==> config.mk <==
export PLATFORM = sky130hd
export DESIGN_NAME = pec_top
export DESIGN_NICKNAME = d
export VERILOG_FILES = /design/src/shared/pec_pkg.sv /design/src/logic/pec_top.sv
export SDC_FILE = /design/constraint.sdc
export NUM_CORES = 1
export LEC_CHECK = 0
export ABC_AREA = 1
export BUFFER_PORTS_ARGS = -buffer_cell sky130_fd_sc_hd__buf_4
export CORE_UTILIZATION = 40
export CTS_CLUSTER_SIZE = 24
export DETAILED_ROUTE_END_ITERATION = 16
export PLACE_DENSITY_LB_ADDON = 0.3
export SLEW_MARGIN = 10
export SYNTH_ARGS = -nofsm -noshare
export SYNTH_HDL_FRONTEND = slang
export SYNTH_SLANG_ARGS = --single-unit
==> constraint.sdc <==
create_clock -name clk_sys -period 7.95 [get_ports clk_sys]
set_clock_uncertainty 0.05 [all_clocks]
set_input_delay 0.3975 -clock clk_sys [delete_from_list [all_inputs] [get_ports clk_sys]]
set_output_delay 0.3975 -clock clk_sys [all_outputs]
set_load 0.01 [all_outputs]
==> src/shared/pec_pkg.sv <==
// package: register map, widths and reset values of the pin edge change block
package pec_pkg;
  // register byte offsets, one aligned 32-bit word each
  localparam logic [7:0] ADDR_RISE_EN   = 8'h00; // rise_edge_enable_bits
  localparam logic [7:0] ADDR_FALL_EN   = 8'h04; // fall_edge_enable_bits
  localparam logic [7:0] ADDR_FLAGS     = 8'h08; // per_pin_change_flags, write zero clears
  localparam logic [7:0] ADDR_INT_CTRL  = 8'h0C; // interrupt_control_reg
  localparam logic [7:0] ADDR_PIN_STATE = 8'h10; // synchronised pin levels, read only
  localparam logic [7:0] ADDR_IRQ_STAT  = 8'h14; // sticky event status, write one clears
  localparam logic [7:0] ADDR_IRQ_MASK  = 8'h18; // event mask
  // interrupt_control_reg fields
  localparam int CTRL_MASTER_EN_BIT  = 0; // change_int_master_enable
  localparam int CTRL_SUMMARY_BIT    = 1; // change_int_summary_flag, read only
  localparam int CTRL_SLEEP_BIT      = 2; // sleep state, software sets, wake clears
  // event status fields
  localparam int EVT_CHANGE_BIT      = 0; // any enabled edge seen
  localparam int EVT_WAKE_BIT        = 1; // a wake from sleep happened
  localparam int EVT_W               = 2;
  // axi response codes
  localparam logic [1:0] RESP_OKAY   = 2'h0;
  localparam logic [1:0] RESP_SLVERR = 2'h2;
  localparam logic [31:0] RESET_WORD = 32'h0000_0000;
endpackage

==> src/logic/pec_top.sv <==
// module: per-pin edge change detector with axi4-lite registers
`timescale 1ns/1ps
`default_nettype none
module pec_top #(
  parameter int NPINS = 8 // pins watched, at most 32
) (
  input  wire logic             clk_sys,
  input  wire logic             nrst,
  input  wire logic [NPINS-1:0] pin_in,
  input  wire logic [7:0]       s_axi_awaddr,
  input  wire logic             s_axi_awvalid,
  output logic                  s_axi_awready,
  input  wire logic [31:0]      s_axi_wdata,
  input  wire logic [3:0]       s_axi_wstrb,
  input  wire logic             s_axi_wvalid,
  output logic                  s_axi_wready,
  output logic [1:0]            s_axi_bresp,
  output logic                  s_axi_bvalid,
  input  wire logic             s_axi_bready,
  input  wire logic [7:0]       s_axi_araddr,
  input  wire logic             s_axi_arvalid,
  output logic                  s_axi_arready,
  output logic [31:0]           s_axi_rdata,
  output logic [1:0]            s_axi_rresp,
  output logic                  s_axi_rvalid,
  input  wire logic             s_axi_rready,
  output logic                  irq,
  output logic                  wake
);

  ////////////////////////////////////////////////////////////////////////////
  // state
  typedef struct packed {
    logic [NPINS-1:0] sync1;     // first synchroniser stage
    logic [NPINS-1:0] sync2;     // second synchroniser stage
    logic [NPINS-1:0] prev;      // previous synchronised sample
    logic [NPINS-1:0] rise_en;   // rise_edge_enable_bits
    logic [NPINS-1:0] fall_en;   // fall_edge_enable_bits
    logic [NPINS-1:0] flags;     // per_pin_change_flags
    logic             master_en; // change_int_master_enable
    logic             sleep;     // sleep state
    logic [pec_pkg::EVT_W-1:0] evt_stat; // sticky event status
    logic [pec_pkg::EVT_W-1:0] evt_mask; // event mask
    logic             aw_got;    // write address held
    logic [7:0]       aw_addr;
    logic             w_got;     // write data held
    logic [31:0]      w_data;
    logic [3:0]       w_strb;
    logic             bvalid;
    logic [1:0]       bresp;
    logic             rvalid;
    logic [31:0]      rdata;
    logic [1:0]       rresp;
    logic             irq;
    logic             wake;
  } pec_state_s;

  pec_state_s st_reg;  // registered state
  pec_state_s st_next; // next state
  logic rst_s1_reg;    // reset release stage one
  logic rst_n_reg;     // synchronised reset

  ////////////////////////////////////////////////////////////////////////////
  // helpers
  // merge write data into a field under byte strobes
  function automatic logic [31:0] strb_merge(input logic [31:0] old_v, input logic [31:0] new_v,
                                             input logic [3:0] strb);
    logic [31:0] r;
    r = old_v;
    for (int b = 0; b < 4; b++) begin
      if (strb[b]) begin
        r[b*8 +: 8] = new_v[b*8 +: 8];
      end
    end
    return r;
  endfunction

  // widen pin vector to a bus word, upper bits read as zero
  function automatic logic [31:0] to_word(input logic [NPINS-1:0] v);
    logic [31:0] r;
    r = pec_pkg::RESET_WORD;
    r[NPINS-1:0] = v;
    return r;
  endfunction

  ////////////////////////////////////////////////////////////////////////////
  // reset release through two flip-flops
  always_ff @(posedge clk_sys or negedge nrst) begin
    if (!nrst) begin
      rst_s1_reg <= 1'b0;
      rst_n_reg  <= 1'b0;
    end else begin
      rst_s1_reg <= 1'b1;
      rst_n_reg  <= rst_s1_reg;
    end
  end

  ////////////////////////////////////////////////////////////////////////////
  // next state logic
  logic [NPINS-1:0] rise_hit;   // enabled rising edges this cycle
  logic [NPINS-1:0] fall_hit;   // enabled falling edges this cycle
  logic [NPINS-1:0] edge_hit;   // any enabled edge
  logic             do_write;   // write address and data both held
  logic [31:0]      wmerged;    // flag word after strobes
  logic [NPINS-1:0] flags_after;
  logic [pec_pkg::EVT_W-1:0] evt_set;

  always_comb begin
    st_next = st_reg;
    // synchroniser and sample history
    st_next.sync1 = pin_in;
    st_next.sync2 = st_reg.sync1;
    st_next.prev  = st_reg.sync2;
    // per-pin detectors, each gated by its own enable
    rise_hit = st_reg.sync2 & ~st_reg.prev & st_reg.rise_en;
    fall_hit = ~st_reg.sync2 & st_reg.prev & st_reg.fall_en;
    edge_hit = rise_hit | fall_hit;
    flags_after = st_reg.flags;
    evt_set = '0;
    do_write = st_reg.aw_got && st_reg.w_got && !st_reg.bvalid;
    wmerged = strb_merge(to_word(st_reg.flags), st_reg.w_data, st_reg.w_strb);

    // write channel acceptance, address and data in either order
    if (s_axi_awvalid && s_axi_awready) begin
      st_next.aw_got  = 1'b1;
      st_next.aw_addr = s_axi_awaddr;
    end
    if (s_axi_wvalid && s_axi_wready) begin
      st_next.w_got  = 1'b1;
      st_next.w_data = s_axi_wdata;
      st_next.w_strb = s_axi_wstrb;
    end

    // register writes, if and else-if address decode
    if (do_write) begin
      st_next.aw_got = 1'b0;
      st_next.w_got  = 1'b0;
      st_next.bvalid = 1'b1;
      st_next.bresp  = pec_pkg::RESP_OKAY;
      if (st_reg.aw_addr == pec_pkg::ADDR_RISE_EN) begin
        st_next.rise_en = NPINS'(strb_merge(to_word(st_reg.rise_en), st_reg.w_data, st_reg.w_strb));
      end else if (st_reg.aw_addr == pec_pkg::ADDR_FALL_EN) begin
        st_next.fall_en = NPINS'(strb_merge(to_word(st_reg.fall_en), st_reg.w_data, st_reg.w_strb));
      end else if (st_reg.aw_addr == pec_pkg::ADDR_FLAGS) begin
        // zero clears, one leaves the flag as it stands
        flags_after = st_reg.flags & NPINS'(wmerged);
      end else if (st_reg.aw_addr == pec_pkg::ADDR_INT_CTRL) begin
        if (st_reg.w_strb[0]) begin
          st_next.master_en = st_reg.w_data[pec_pkg::CTRL_MASTER_EN_BIT];
          st_next.sleep     = st_reg.w_data[pec_pkg::CTRL_SLEEP_BIT];
        end
      end else if (st_reg.aw_addr == pec_pkg::ADDR_PIN_STATE) begin
        st_next.bresp = pec_pkg::RESP_OKAY; // read only, write ignored
      end else if (st_reg.aw_addr == pec_pkg::ADDR_IRQ_STAT) begin
        if (st_reg.w_strb[0]) begin
          st_next.evt_stat = st_reg.evt_stat & ~st_reg.w_data[pec_pkg::EVT_W-1:0];
        end
      end else if (st_reg.aw_addr == pec_pkg::ADDR_IRQ_MASK) begin
        if (st_reg.w_strb[0]) begin
          st_next.evt_mask = st_reg.w_data[pec_pkg::EVT_W-1:0];
        end
      end else begin
        st_next.bresp = pec_pkg::RESP_SLVERR; // unmapped address
      end
    end
    if (st_reg.bvalid && s_axi_bready) begin
      st_next.bvalid = 1'b0;
    end

    // a new edge beats a coinciding clear, flags set even with master off
    st_next.flags = flags_after | edge_hit;

    // sticky events, set wins over a write-one clear
    evt_set[pec_pkg::EVT_CHANGE_BIT] = |edge_hit;
    if (st_reg.sleep && st_reg.master_en && (|edge_hit)) begin
      // flag is written in this same edge, and wake is registered at this same edge too
      st_next.sleep = 1'b0;
      evt_set[pec_pkg::EVT_WAKE_BIT] = 1'b1;
    end
    st_next.evt_stat = st_next.evt_stat | evt_set;
    st_next.wake = st_reg.sleep && !st_next.sleep;

    // read channel
    if (s_axi_arvalid && s_axi_arready) begin
      st_next.rvalid = 1'b1;
      st_next.rresp  = pec_pkg::RESP_OKAY;
      if (s_axi_araddr == pec_pkg::ADDR_RISE_EN) begin
        st_next.rdata = to_word(st_reg.rise_en);
      end else if (s_axi_araddr == pec_pkg::ADDR_FALL_EN) begin
        st_next.rdata = to_word(st_reg.fall_en);
      end else if (s_axi_araddr == pec_pkg::ADDR_FLAGS) begin
        st_next.rdata = to_word(st_reg.flags);
      end else if (s_axi_araddr == pec_pkg::ADDR_INT_CTRL) begin
        st_next.rdata = pec_pkg::RESET_WORD;
        st_next.rdata[pec_pkg::CTRL_MASTER_EN_BIT] = st_reg.master_en;
        st_next.rdata[pec_pkg::CTRL_SUMMARY_BIT]   = |st_reg.flags;
        st_next.rdata[pec_pkg::CTRL_SLEEP_BIT]     = st_reg.sleep;
      end else if (s_axi_araddr == pec_pkg::ADDR_PIN_STATE) begin
        st_next.rdata = to_word(st_reg.sync2);
      end else if (s_axi_araddr == pec_pkg::ADDR_IRQ_STAT) begin
        st_next.rdata = pec_pkg::RESET_WORD;
        st_next.rdata[pec_pkg::EVT_W-1:0] = st_reg.evt_stat;
      end else if (s_axi_araddr == pec_pkg::ADDR_IRQ_MASK) begin
        st_next.rdata = pec_pkg::RESET_WORD;
        st_next.rdata[pec_pkg::EVT_W-1:0] = st_reg.evt_mask;
      end else begin
        st_next.rdata = pec_pkg::RESET_WORD;
        st_next.rresp = pec_pkg::RESP_SLVERR; // unmapped address
      end
    end else if (st_reg.rvalid && s_axi_rready) begin
      st_next.rvalid = 1'b0;
    end

    // interrupt request: change event needs the master enable too
    st_next.irq = (|(st_next.evt_stat & st_next.evt_mask & {1'b1, st_next.master_en}))
                  && (st_next.master_en || !(st_next.evt_stat[pec_pkg::EVT_CHANGE_BIT]
                  && st_next.evt_mask[pec_pkg::EVT_CHANGE_BIT]) || st_next.evt_stat[pec_pkg::EVT_WAKE_BIT]
                  && st_next.evt_mask[pec_pkg::EVT_WAKE_BIT]);
  end

  // ready while nothing of that channel is held
  assign s_axi_awready = !st_reg.aw_got;
  assign s_axi_wready  = !st_reg.w_got;
  assign s_axi_arready = !st_reg.rvalid;

  ////////////////////////////////////////////////////////////////////////////
  // state register
  always_ff @(posedge clk_sys or negedge rst_n_reg) begin
    if (!rst_n_reg) begin
      st_reg <= '0;
    end else begin
      st_reg <= st_next;
    end
  end

  // outputs straight from flip-flops
  assign s_axi_bvalid = st_reg.bvalid;
  assign s_axi_bresp  = st_reg.bresp;
  assign s_axi_rvalid = st_reg.rvalid;
  assign s_axi_rdata  = st_reg.rdata;
  assign s_axi_rresp  = st_reg.rresp;
  assign irq          = st_reg.irq;
  assign wake         = st_reg.wake;
endmodule
`default_nettype wire

==> flow_metrics.env <==
export IMPL_outcome="completed"
export IMPL_port_buffers=56
export IMPL_vias=3448
export IMPL_min_from="pin_in[7]"
export IMPL_place_ws_ns=5.35
export IMPL_crit_fanout=21
export IMPL_core_area_um2=10400
export IMPL_crit_family="simple AND/OR/NAND/NOR gates"
export IMPL_start_kind="flip-flop"
export IMPL_finalSetupTns_ns=0
export IMPL_cts_root_buf="clkbuf_8"
export IMPL_track_usage_pct=18.0
export IMPL_min_path_type="input pin to flip-flop"
export IMPL_synth_warnings=0
export IMPL_reg2reg_depth=6
export IMPL_holdWs_ns=0.0913
export IMPL_synth_most_common_cell="nand2_1"
export IMPL_reg2reg_to="st_reg[105]$_DFFE_PN0P_"
export IMPL_ys_types=33
export IMPL_path_cells="nor3_4 > inv_2 > nor4_2 > nand2_1 > nand2_1 > o21ai_1"
export IMPL_grt_pass1_vias=3246
export IMPL_hold_viol=0
export IMPL_syn_to_final_growth_pct=14.3
export IMPL_syn_cell_area_um2=4290
export IMPL_ff2ff_setup_slack_ns=5.32
export IMPL_synthTopCellsByCount="nand2_1 (126), dfrtp_1 (89), nor2_1 (57)"
export IMPL_htreeDepth=3
export IMPL_synth_edf_count=0
export IMPL_stdcell_area_um2=4910
export IMPL_dieWidth_um=106
export IMPL_drc=0
export IMPL_clock_sinks=89
export IMPL_synth_seq_cells=89
export IMPL_slew_limit_headroom_pct=39.7
export IMPL_cp_num_cells=6
export IMPL_grt_pass1_wl_um=15600
export IMPL_grt_overflow_total=0
export IMPL_clkTransAtPathRegs_ns=0.09
export IMPL_final_nets=628
export IMPL_crit_buf_inv=1
export IMPL_r2r_start="s_axi_bvalid$_DFFE_PN0P_"
export IMPL_rows=37
export IMPL_crit_path_frequent_cell="nand2_1"
export IMPL_ys_top_cells_by_area="dfrtp_1 (52%), nand2_1 (11%), buf_4 (6.5%)"
export IMPL_place_hpwl_um=6610
export IMPL_ant_nets=0
export IMPL_endpoint_kind="flip-flop"
export IMPL_pin_count=110
export IMPL_post_cts_resized=0
export IMPL_hold_depth=1
export IMPL_crit_type="flip-flop to flip-flop"
export IMPL_wire_per_inst_um=13.3
export IMPL_stdcell_count=701
export IMPL_clkLatencyLatePin_ns=0.35
export IMPL_required_ns=8.12
export IMPL_layout_setup_ws_ns=5.32
export IMPL_largest_reg_flops=57
export IMPL_period_needed_ns=2.63
export IMPL_synth_top_area_cell="dfrtp_1"
export IMPL_async_reset_ff_share_pct=100
export IMPL_setup_viol=0
export IMPL_fmax_mhz=381
export IMPL_die_area_um2=11200
export IMPL_place_inst=684
export IMPL_clockBufferDepth=2
export IMPL_diodes=0
export IMPL_leakagePower_uw=0.00250
export IMPL_cts_made_buffers=9
export IMPL_synth_flop_cell="dfrtp_1"
export IMPL_cap_violations=0
export IMPL_synth_top_area_share_pct=51.9
export IMPL_grt_antenna_before_repair=0
export IMPL_die_h_um=106
export IMPL_initial_core_util_pct=41.4
export IMPL_ir_drop_mv=0.214
export IMPL_pwr_density_cell_nw_per_um2=262
export IMPL_via_per_inst=4.92
export IMPL_worstPathArrival_ns=2.80
export IMPL_critPathMaxStageDelay_ns=0.77
export IMPL_worst_slew_pin_slew_ns=0.901
export IMPL_drtIter0Drc=182
export IMPL_placed_cell_area_um2=4660
export IMPL_min_to="st_next[131]$_DFF_PN0_"
export IMPL_syn_inst=514
export IMPL_routed_wl_um=9330
export IMPL_cts_tree="yes"
export IMPL_seq_area_frac_synth_pct=51.9
export IMPL_grt_max_degree=88
export IMPL_slew_viol_final=0
export IMPL_timing_final_crit_share_pct=33.1
export IMPL_rsz0062_at_grt="no"
export IMPL_drt_pass1_iter_count=5
export IMPL_gp_congestion=0.829
export IMPL_drive_gt1_share_pct=15.6
export IMPL_avgSynthCellArea_um2=8.35
export IMPL_slowest_stage="nor3_4"
[worst reg2reg max path, cell delays in order (launching register included)]
cell     delay, ns
dfrtp_1       0.43
nor3_4        0.77
inv_2         0.33
nor4_2        0.24
nand2_1       0.43
nand2_1       0.17
o21ai_1       0.07
[worst max path at each step]
stage,startpoint,to,slack [ns]
after CTS,s_axi_bvalid$_DFFE_PN0P_,st_reg[105]$_DFFE_PN0P_,5.31
after global placement,s_axi_bvalid$_DFFE_PN0P_,st_reg[100]$_DFFE_PN0P_,5.40
final,s_axi_bvalid$_DFFE_PN0P_,st_reg[105]$_DFFE_PN0P_,5.32
after floorplan,rst_n_reg$_DFF_PN0_,irq$_DFF_PN0_,5.24
after global routing,s_axi_bvalid$_DFFE_PN0P_,st_reg[102]$_DFFE_PN0P_,5.09
after detailed placement,s_axi_bvalid$_DFFE_PN0P_,st_reg[105]$_DFFE_PN0P_,5.35
[layer usage]
metal / global-route usage [%] / routed length (um)
met2: 27.8 / 4240
met4: 5.56 / 178
met5: 0 / 0
met1: 25.5 / 4340
met3: 3.83 / 570
[area by class of cell]
| class | instances | area, um2 |
|---|---|---|
| clock buffer | 9 | 124 |
| clock inverter | 6 | 90.1 |
| fill | 998 | 5460 |
| inverter | 56 | 210 |
| multi-input combinational | 347 | 1620 |
| sequential | 89 | 2230 |
| tap | 136 | 170 |
| timing repair buffer | 58 | 458 |
[logic make-up (layout without fill, tap and decap cells)]
group                  after synthesis  count (layout)  synth area share (%)
and+or+nand+nor                    244             244                  25.1
DFF                                 89              89                  51.9
other                                2              27                 0.175
buffers and inverters              103             129                  12.5
AOI/OAI and AO/OA                   76              76                  10.3
[metrics by stage]
step	utilization (%)	total power (uW)
2_1_floorplan	-	862
3_3_place_gp	44.9	944
3_5_place_dp	44.9	959
4_1_cts	47.1	1300
5_1_grt	47.3	1370
6_report	47.3	1290
[report_power, final]
| group | internal (uW) | leakage (uW) | switching, uW |
|---|---|---|---|
| sequential | 538 | 0.00110 | 69.7 |
| combinational | 115 | 0.00129 | 231 |
| clock | 177 | 0.000106 | 157 |
| total | 831 | 0.00250 | 457 |
[cell usage in the layout (no fill, tap or decap), types with 3 or more instances in the layout]
master,n
clkbuf_8,9
nor2_1,57
nand2_1,126
o21ai_1,9
a41oi_1,8
dfrtp_1,88
a21oi_1,24
inv_2,3
nand3_1,25
nand3b_1,8
inv_1,53
nor3_1,7
o211ai_1,6
conb_1,27
nand4_1,10
buf_4,56
o21ai_0,23
[timing repair]
action / CTS / global route
hold endpoints to repair: 2 / 0
hold buffers: 1 / 0
setup buffers: 0 / 0
Note: power is estimated with default switching activity, not from simulation.
